[src/verilog/ocpwm_regs.svh]
`ifndef OCPWM_REGS_SVH
`define OCPWM_REGS_SVH

// register byte addresses
`define OCPWM_ADDR_CTRL 8'h00
`define OCPWM_ADDR_PRIMARY 8'h04
`define OCPWM_ADDR_SECONDARY 8'h08
`define OCPWM_ADDR_IRQ_STATUS 8'h0C
`define OCPWM_ADDR_IRQ_CLEAR 8'h10
`define OCPWM_ADDR_IRQ_ENABLE 8'h14

// control register fields
`define OCPWM_CTRL_IDLE_BIT 13
`define OCPWM_CTRL_FAULT_BIT 4
`define OCPWM_CTRL_TSEL_BIT 3
`define OCPWM_CTRL_MODE_MSB 2
`define OCPWM_CTRL_MODE_LSB 0

// channel mode codes
`define OCPWM_MODE_OFF 3'h0
`define OCPWM_MODE_ONESHOT_LOW 3'h1
`define OCPWM_MODE_ONESHOT_HIGH 3'h2
`define OCPWM_MODE_TOGGLE 3'h3
`define OCPWM_MODE_DELAYED 3'h4
`define OCPWM_MODE_CONTINUOUS 3'h5
`define OCPWM_MODE_PWM 3'h6
`define OCPWM_MODE_PWM_FAULT 3'h7

// interrupt status bits
`define OCPWM_IRQ_WIDTH 2
`define OCPWM_IRQ_EDGE_BIT 0
`define OCPWM_IRQ_FAULT_BIT 1

// reset values
`define OCPWM_RESET_MODE 3'h0
`define OCPWM_RESET_VALUE16 16'h0000
`define OCPWM_RESET_IRQ 2'h0

`endif

[src/verilog/ocpwm_pkg.sv]
package ocpwm_pkg;

    // progress of the one-shot and pulse modes
    typedef enum logic [1:0] {
        OCPWM_PH_ARMED,
        OCPWM_PH_HIGH,
        OCPWM_PH_DONE
    } ocpwm_phase_t;

endpackage : ocpwm_pkg

[src/verilog/ocpwm_sync.sv]
`timescale 1ns/100ps
`default_nettype none

module ocpwm_sync #(
    parameter bit RESET_LEVEL = 1'b1
) (
    // clock and reset
    input wire logic core_clk,
    input wire logic reset,
    // asynchronous pin and its filtered level
    input wire logic asyncIn,
    output logic stableOut
);

    logic stage1_q;
    logic stage2_q;
    logic stage3_q;
    logic stable_q;

    always_ff @(posedge core_clk or posedge reset) begin
        if (reset) begin
            stage1_q <= RESET_LEVEL;
            stage2_q <= RESET_LEVEL;
            stage3_q <= RESET_LEVEL;
        end else begin
            stage1_q <= asyncIn;
            stage2_q <= stage1_q;
            stage3_q <= stage2_q;
        end
    end

    // a change counts once the second and third stages agree
    always_ff @(posedge core_clk or posedge reset) begin
        if (reset) begin
            stable_q <= RESET_LEVEL;
        end else if (stage2_q == stage3_q) begin
            stable_q <= stage3_q;
        end
    end

    assign stableOut = stable_q;

endmodule : ocpwm_sync

`default_nettype wire

[src/verilog/ocpwm_channel.sv]
// Notes on behaviour
// [RULE_01] Mode 110 makes PWM on the pin and ignores the fault input.
// [RULE_02] Mode 111 makes PWM with the fault input able to force the pin.
// [RULE_03] Entering PWM, pin goes low if primary compare is zero, else high.
// [RULE_04] PWM without fault protection never raises the interrupt.
// [RULE_05] PWM with fault: channels one to four interrupt on fault falling edge.
// [RULE_06] Idle-stop bit 13 set halts the channel while processor is idle.
// [RULE_07] Fault flag bit 4 is read-only, set by a fault, cleared by hardware.
// [RULE_08] Fault flag used only in mode 111, zero in every other mode.
// [RULE_09] Mode 000 disables the channel; pin follows general-purpose output.
// [RULE_10] Time base is one of two 16-bit timers, timer 2 or 3.
// [RULE_11] Pin changes when the selected timer equals a compare value.
// [RULE_12] Software stops the timer before writing the control register.
// [RULE_13] Timer-select bit 3 picks timer 3 when one, timer 2 when zero.
// [RULE_14] PWM drives high at period rollover, low at primary compare match.
//
// Chosen here: register access over APB and the placing of the registers.
`include "ocpwm_regs.svh"
`timescale 1ns/100ps
`default_nettype none

module ocpwm_channel #(
    parameter int CHANNEL_INDEX = 1
) (
    // clock and reset
    input wire logic core_clk,
    input wire logic reset,
    // apb slave
    input wire logic psel,
    input wire logic penable,
    input wire logic pwrite,
    input wire logic [7:0] paddr,
    input wire logic [31:0] pwdata,
    output logic [31:0] prdata,
    output logic pready,
    output logic pslverr,
    // time bases
    input wire logic [15:0] timer2Value,
    input wire logic timer2Rollover,
    input wire logic [15:0] timer3Value,
    input wire logic timer3Rollover,
    // system state and pins
    input wire logic idleMode,
    input wire logic gpioOut,
    input wire logic faultAIn,
    // outputs
    output logic compareOutPin,
    output logic pinOwnedByCompare,
    output logic irq
);

    localparam bit FAULT_IRQ_OK = (CHANNEL_INDEX >= 1) && (CHANNEL_INDEX <= 4);

    logic idleStop_q;
    logic faultFlag_q;
    logic timeSel_q;
    logic [2:0] mode_q;
    logic [2:0] modePrev_q;
    logic [15:0] primary_q;
    logic [15:0] secondary_q;
    logic [`OCPWM_IRQ_WIDTH-1:0] irqStatus_q;
    logic [`OCPWM_IRQ_WIDTH-1:0] irqStatus_d;
    logic [`OCPWM_IRQ_WIDTH-1:0] irqEnable_q;
    logic [`OCPWM_IRQ_WIDTH-1:0] irqClear;
    logic [`OCPWM_IRQ_WIDTH-1:0] irqEvents;
    logic irq_q;
    logic pready_q;
    logic pslverr_q;
    logic [31:0] prdata_q;
    logic [31:0] readMux;
    logic addrHit;
    logic accessStart;
    logic wrEn;
    logic out_q;
    logic out_d;
    logic owned_q;
    logic eqPrimPrev_q;
    logic eqSecPrev_q;
    logic faultStable;
    logic faultPrev_q;
    logic faultFall;
    logic [15:0] selValue;
    logic selRoll;
    logic running;
    logic modeEntry;
    logic eqPrim;
    logic eqSec;
    logic primHit;
    logic secHit;
    logic outRise;
    logic outFall;
    logic edgeEvent;
    ocpwm_pkg::ocpwm_phase_t phase_q;
    ocpwm_pkg::ocpwm_phase_t phase_d;

    ocpwm_sync #(
        .RESET_LEVEL(1'b1)
    ) u_fault_sync (
        .core_clk(core_clk),
        .reset(reset),
        .asyncIn(faultAIn),
        .stableOut(faultStable)
    );

    // apb: answer one cycle into the access phase
    assign accessStart = psel & penable & ~pready_q;
    assign wrEn = psel & penable & pready_q & pwrite & ~pslverr_q;

    always_comb begin
        addrHit = 1'b1;
        readMux = 32'h0000_0000;
        case (paddr)
            `OCPWM_ADDR_CTRL: begin
                readMux[`OCPWM_CTRL_IDLE_BIT] = idleStop_q;
                readMux[`OCPWM_CTRL_FAULT_BIT] = faultFlag_q;
                readMux[`OCPWM_CTRL_TSEL_BIT] = timeSel_q;
                readMux[`OCPWM_CTRL_MODE_MSB:`OCPWM_CTRL_MODE_LSB] = mode_q;
            end
            `OCPWM_ADDR_PRIMARY: readMux[15:0] = primary_q;
            `OCPWM_ADDR_SECONDARY: readMux[15:0] = secondary_q;
            `OCPWM_ADDR_IRQ_STATUS: readMux[`OCPWM_IRQ_WIDTH-1:0] = irqStatus_q;
            `OCPWM_ADDR_IRQ_CLEAR: readMux = 32'h0000_0000;
            `OCPWM_ADDR_IRQ_ENABLE: readMux[`OCPWM_IRQ_WIDTH-1:0] = irqEnable_q;
            default: addrHit = 1'b0;
        endcase
    end

    always_ff @(posedge core_clk or posedge reset) begin
        if (reset) begin
            pready_q <= 1'b0;
            pslverr_q <= 1'b0;
            prdata_q <= 32'h0000_0000;
        end else begin
            pready_q <= accessStart;
            pslverr_q <= accessStart & ~addrHit;
            prdata_q <= (accessStart & ~pwrite) ? readMux : 32'h0000_0000;
        end
    end

    // software-writable configuration; the fault flag is not writable
    always_ff @(posedge core_clk or posedge reset) begin
        if (reset) begin
            idleStop_q <= 1'b0;
            timeSel_q <= 1'b0;
            mode_q <= `OCPWM_RESET_MODE;
            primary_q <= `OCPWM_RESET_VALUE16;
            secondary_q <= `OCPWM_RESET_VALUE16;
            irqEnable_q <= `OCPWM_RESET_IRQ;
        end else if (wrEn) begin
            case (paddr)
                `OCPWM_ADDR_CTRL: begin
                    idleStop_q <= pwdata[`OCPWM_CTRL_IDLE_BIT];
                    timeSel_q <= pwdata[`OCPWM_CTRL_TSEL_BIT];
                    mode_q <= pwdata[`OCPWM_CTRL_MODE_MSB:`OCPWM_CTRL_MODE_LSB];
                end
                `OCPWM_ADDR_PRIMARY: primary_q <= pwdata[15:0];
                `OCPWM_ADDR_SECONDARY: secondary_q <= pwdata[15:0];
                `OCPWM_ADDR_IRQ_ENABLE: irqEnable_q <= pwdata[`OCPWM_IRQ_WIDTH-1:0];
                default: ;
            endcase
        end
    end

    // [RULE_10] [RULE_13] time base choice
    assign selValue = timeSel_q ? timer3Value : timer2Value;
    assign selRoll = timeSel_q ? timer3Rollover : timer2Rollover;

    // [RULE_06] idle stop freezes the compare logic
    assign running = ~(idleStop_q & idleMode);
    assign modeEntry = (mode_q != modePrev_q);

    // [RULE_11] a match counts once, on the first cycle of equality
    assign eqPrim = (selValue == primary_q);
    assign eqSec = (selValue == secondary_q);
    assign primHit = running & eqPrim & ~eqPrimPrev_q;
    assign secHit = running & eqSec & ~eqSecPrev_q;
    assign faultFall = faultPrev_q & ~faultStable;

    always_ff @(posedge core_clk or posedge reset) begin
        if (reset) begin
            modePrev_q <= `OCPWM_RESET_MODE;
            eqPrimPrev_q <= 1'b0;
            eqSecPrev_q <= 1'b0;
            faultPrev_q <= 1'b1;
        end else begin
            modePrev_q <= mode_q;
            faultPrev_q <= faultStable;
            if (running) begin
                eqPrimPrev_q <= eqPrim;
                eqSecPrev_q <= eqSec;
            end
        end
    end

    always_comb begin
        out_d = out_q;
        phase_d = phase_q;
        if (modeEntry) begin
            phase_d = ocpwm_pkg::OCPWM_PH_ARMED;
            case (mode_q)
                `OCPWM_MODE_OFF: out_d = gpioOut;
                `OCPWM_MODE_ONESHOT_HIGH: out_d = 1'b1;
                `OCPWM_MODE_TOGGLE: out_d = out_q;
                // [RULE_03] pwm start level
                `OCPWM_MODE_PWM, `OCPWM_MODE_PWM_FAULT: out_d = (primary_q != 16'h0000);
                default: out_d = 1'b0;
            endcase
        end else if (mode_q == `OCPWM_MODE_OFF) begin
            // [RULE_09] pin handed to general-purpose output
            out_d = gpioOut;
        end else if (running) begin
            case (mode_q)
                `OCPWM_MODE_ONESHOT_LOW, `OCPWM_MODE_ONESHOT_HIGH: begin
                    if (primHit && phase_q == ocpwm_pkg::OCPWM_PH_ARMED) begin
                        out_d = (mode_q == `OCPWM_MODE_ONESHOT_LOW);
                        phase_d = ocpwm_pkg::OCPWM_PH_DONE;
                    end
                end
                `OCPWM_MODE_TOGGLE: begin
                    if (primHit) begin
                        out_d = ~out_q;
                    end
                end
                `OCPWM_MODE_DELAYED, `OCPWM_MODE_CONTINUOUS: begin
                    case (phase_q)
                        ocpwm_pkg::OCPWM_PH_ARMED: begin
                            if (primHit) begin
                                out_d = 1'b1;
                                phase_d = ocpwm_pkg::OCPWM_PH_HIGH;
                            end
                        end
                        ocpwm_pkg::OCPWM_PH_HIGH: begin
                            if (secHit) begin
                                out_d = 1'b0;
                                phase_d = (mode_q == `OCPWM_MODE_CONTINUOUS) ?
                                    ocpwm_pkg::OCPWM_PH_ARMED : ocpwm_pkg::OCPWM_PH_DONE;
                            end
                        end
                        ocpwm_pkg::OCPWM_PH_DONE: phase_d = ocpwm_pkg::OCPWM_PH_DONE;
                        default: phase_d = ocpwm_pkg::OCPWM_PH_ARMED;
                    endcase
                end
                // [RULE_01] [RULE_02] [RULE_14] pwm: set at rollover, clear at match
                `OCPWM_MODE_PWM, `OCPWM_MODE_PWM_FAULT: begin
                    if (selRoll && primary_q != 16'h0000) begin
                        out_d = 1'b1;
                    end
                    if (primHit) begin
                        out_d = 1'b0;
                    end
                    if (mode_q == `OCPWM_MODE_PWM_FAULT && (faultFlag_q || faultFall)) begin
                        out_d = 1'b0;
                    end
                end
                default: out_d = out_q;
            endcase
        end
    end

    always_ff @(posedge core_clk or posedge reset) begin
        if (reset) begin
            out_q <= 1'b0;
            owned_q <= 1'b0;
            phase_q <= ocpwm_pkg::OCPWM_PH_ARMED;
        end else begin
            out_q <= out_d;
            owned_q <= (mode_q != `OCPWM_MODE_OFF);
            phase_q <= phase_d;
        end
    end

    // [RULE_07] [RULE_08] fault flag lives only in mode 111
    always_ff @(posedge core_clk or posedge reset) begin
        if (reset) begin
            faultFlag_q <= 1'b0;
        end else if (mode_q != `OCPWM_MODE_PWM_FAULT) begin
            faultFlag_q <= 1'b0;
        end else if (faultFall) begin
            faultFlag_q <= 1'b1;
        end
    end

    // output edges caused by compare activity, not by mode entry
    assign outRise = ~modeEntry & (mode_q != `OCPWM_MODE_OFF) & out_d & ~out_q;
    assign outFall = ~modeEntry & (mode_q != `OCPWM_MODE_OFF) & ~out_d & out_q;

    // [RULE_04] pwm modes give no edge interrupt
    always_comb begin
        case (mode_q)
            `OCPWM_MODE_ONESHOT_LOW: edgeEvent = outRise;
            `OCPWM_MODE_ONESHOT_HIGH: edgeEvent = outFall;
            `OCPWM_MODE_TOGGLE: edgeEvent = outRise | outFall;
            `OCPWM_MODE_DELAYED, `OCPWM_MODE_CONTINUOUS: edgeEvent = outFall;
            default: edgeEvent = 1'b0;
        endcase
    end

    always_comb begin
        irqEvents = `OCPWM_RESET_IRQ;
        irqEvents[`OCPWM_IRQ_EDGE_BIT] = edgeEvent;
        // [RULE_05] fault falling edge interrupt
        irqEvents[`OCPWM_IRQ_FAULT_BIT] = FAULT_IRQ_OK & faultFall &
            (mode_q == `OCPWM_MODE_PWM_FAULT);
        irqClear = (wrEn && paddr == `OCPWM_ADDR_IRQ_CLEAR) ?
            pwdata[`OCPWM_IRQ_WIDTH-1:0] : `OCPWM_RESET_IRQ;
        // a new event wins over a clear in the same cycle
        irqStatus_d = (irqStatus_q & ~irqClear) | irqEvents;
    end

    always_ff @(posedge core_clk or posedge reset) begin
        if (reset) begin
            irqStatus_q <= `OCPWM_RESET_IRQ;
            irq_q <= 1'b0;
        end else begin
            irqStatus_q <= irqStatus_d;
            irq_q <= |(irqStatus_q & irqEnable_q);
        end
    end

    assign prdata = prdata_q;
    assign pready = pready_q;
    assign pslverr = pslverr_q;
    assign compareOutPin = out_q;
    assign pinOwnedByCompare = owned_q;
    assign irq = irq_q;
endmodule : ocpwm_channel

`default_nettype wire

[config.mk]
export PLATFORM = sky130hd
export DESIGN_NAME = ocpwm_channel
export DESIGN_NICKNAME = d
export VERILOG_FILES = /design/src/verilog/ocpwm_pkg.sv /design/src/verilog/ocpwm_sync.sv /design/src/verilog/ocpwm_channel.sv
export VERILOG_INCLUDE_DIRS = /design/src /design/src/verilog
export SDC_FILE = /design/constraint.sdc
export NUM_CORES = 1
export LEC_CHECK = 0
export ABC_CLOCK_PERIOD_IN_PS = 3900
export BUFFER_PORTS_ARGS = -buffer_cell sky130_fd_sc_hd__buf_2
export CAP_MARGIN = 20
export CORE_MARGIN = 3
export CORE_UTILIZATION = 35
export DETAILED_ROUTE_END_ITERATION = 6
export SLEW_MARGIN = 30
export SYNTH_ARGS = -nofsm -noshare
export SYNTH_HDL_FRONTEND = slang
export SYNTH_HIERARCHICAL = 1
export SYNTH_SLANG_ARGS = --single-unit
[constraint.sdc]
create_clock -name core_clk -period 3.9 [get_ports core_clk]
set_input_delay 0.585 -clock core_clk [delete_from_list [all_inputs] [get_ports core_clk]]
set_output_delay 0.585 -clock core_clk [all_outputs]
set_load 0.05 [all_outputs]
==> flow_metrics.tcl <==
set metrics [dict create \
    placementRows 38 \
    dr.pass1.iters 4 \
    ys_ff_latch 75 \
    wl_mm 9.993 \
    design_area_sq_um 4901 \
    finalWeightedCongestion 0.8240 \
    die_h_um 113.1 \
    syn_area_per_cell_sq_um 11.09 \
    hold_path_class "in2async" \
    finalSetupViolations 0 \
    hold_viol 0 \
    gr-total-overflow 0 \
    synth_top_area_cell "dfrtp_1" \
    power.density_nw_per_um2 389.3 \
    yosysSeqAreaShare 0.4688 \
    cp.required_ps 4110 \
    cts.sinks 75 \
    drc 0 \
    max_slew_margin 0.4293 \
    cap_violations 0 \
    grt_max_degree 37 \
    fin_worst_skew_ps 6.621 \
    tns_ps 0 \
    fp.dieW_um 113.1 \
    vias 2995 \
    status "finished clean" \
    post-route-period-util 0.9273 \
    synth_cell_types 53 \
    synth_top_area_share 0.4361 \
    syn_area_sq_um 4016 \
    synth_ff_type "dfrtp_1" \
    path_max_fanout 7 \
    finalPower_mw 1.908 \
    cts_tree "built" \
    post-dp-hpwl_mm 7.284 \
    root_buffer "clkbuf_16" \
    diodes 0 \
    cts_buffer_depth 2 \
    tightest_slew_ps 856.1 \
    antenna_found_initial 0 \
    vias_per_cell 5.059 \
    power_leakage_nw 2.263 \
    worst_hold_slack_ps 339.4 \
    cp-start-kind "register" \
    crit_arrival_ps 3830 \
    avgRoutedWirePerCell_um 16.88 \
    cts_hold_buf 0 \
    multiInputGateArea_sq_um 1996 \
    num-fill-cells 1068 \
    numCtsBuffers 9 \
    dpl_cell_area_sq_um 4528 \
    synth_edf_count 0 \
    post-route-util 0.4443 \
    area_delta_synth_final_pct 22.02 \
    min_period_ps 3616 \
    grt_pass1_vias 3029 \
    port_buffers 86 \
    insertion_delay_ps 330 \
    synthTopCellsByArea "dfrtp_1 44%, mux2_2 12%, xnor2_1 7.6%" \
    start_util 0.3641 \
    gr-usage-all-layers 0.1579 \
    synth_common_cells "70 x dfrtp_1, 43 x mux2_2, 35 x xnor2_1" \
    die_area_sq_um 12800 \
    synthCells 362 \
    drt-initial-drc-count 174 \
    h-tree-depth 3 \
    grt_setup_unrepaired "false" \
    max_freq_mhz 276.5 \
    grt_first_pass_wirelength_mm 15.80 \
    crit_type "reg2reg" \
    yosysWarnings 6 \
    slew_viol_final 0 \
    yosysMostFrequentCell "dfrtp_1" \
    synthArstFlopShare 1.000 \
    endpoint_kind "register" \
    ir_worst_vdd_uv 287.5 \
    drive_gt1_frac 0.3850 \
    coreArea_sq_um 11030 \
    num_io_pins 119 \
    nets 530 \
    seq_area_sq_um 1884 \
    clk_pin_slew_ps 60 \
    ant_nets 0 \
]
[metal layers]
metal	share of wire	vias up	global-route usage
li1	-	1432	-
met1	0.46	1465	0.2162
met2	0.47	94	0.2453
met3	0.063	4	0.04385
met4	0.0073	0	0.04647
met5	0	-	0
[cells in the final DEF, fill, tap and decap left out, drive strengths merged, types with 9 or more instances in the layout]
cell / count
nor3: 12
mux2i: 20
a21oi: 9
nand2: 15
a22oi: 12
xnor2: 35
conb: 16
buf: 91
nor4: 11
nor2: 31
clkbuf: 10
dfrtp: 70
mux2: 43
[report_power, final]
group / switching, mW / internal (mW)
Combinational: 0.105 / 0.0534
Clock: 0.328 / 0.626
Sequential: 0.00640 / 0.788
[area by class of cell]
cell class / count / share of cell area
flip-flops and latches: 75 / 0.3845
multi-input cells: 264 / 0.4072
clock inverters: 6 / 0.02323
clock buffers: 10 / 0.04672
repair buffers: 91 / 0.09803
inverters: 6 / 0.004595
well taps: 140 / 0.03574
[through the flow]
stage                     worst slack, ps  std cells
after floorplan                     642.3        377
after global placement              185.3        576
after detailed placement            143.5        576
after CTS                           146.6        592
after global routing                57.20        592
final                               283.7        592
[timing repair]
action	in CTS	in global routing
resized for setup	0	8
hold endpoints to repair	0	0
setup buffers	0	0
setup endpoints to repair	0	1
[kinds of logic after synthesis]
group | count (synthesis) | share of synthesized area
fa+ha+maj | 2 | 0.005918
simple gates | 98 | 0.1274
xor+xnor | 36 | 0.07850
mux | 63 | 0.1741
compound gates | 49 | 0.08723
flops | 75 | 0.4688
buf+inv | 38 | 0.05701
other cells | 1 | 0.0009337
[worst paths after layout]
check | slack, ps | endpoint | from | depth (start not counted)
max reg2reg | 280 | irqStatus_q[0] | timeSel_q | 15
max in group asynchronous | 2540 | timeSel_q | reset | 3
min in group core_clk | 360 | u_fault_sync/stage1_q | faultAIn | 1
min | 340 | u_fault_sync/stage1_q | reset | 2
max | 280 | irqStatus_q[0] | timeSel_q | 15
min reg2reg | 360 | u_fault_sync/stage2_q | u_fault_sync/stage1_q | 0
[worst max-delay path: stages, from the launching register on]
cell and delay, ps:
dfrtp_2 420, buf_4 230, mux2i_2 340, xnor2_1 110, nor3_1 240, nand4_1 160, nor3_2 180, nand2b_1 80
ha_1 270, a41oi_1 240, o21ai_0 140, a31oi_1 140, o21ai_0 90, mux2_2 310, o2111a_1 270, a211o_1 280
[registers in the layout, summed over array words and instances (netlist names), 2 cells and up]
| name | flops |
|---|---|
| irqEnable_q | 2 |
| prdata | 16 |
| modePrev_q | 3 |
| phase_q | 2 |
| irqStatus_q | 2 |
| mode_q | 3 |
| primary_q | 16 |
| secondary_q | 16 |
Power figures use the tool's default switching activity.
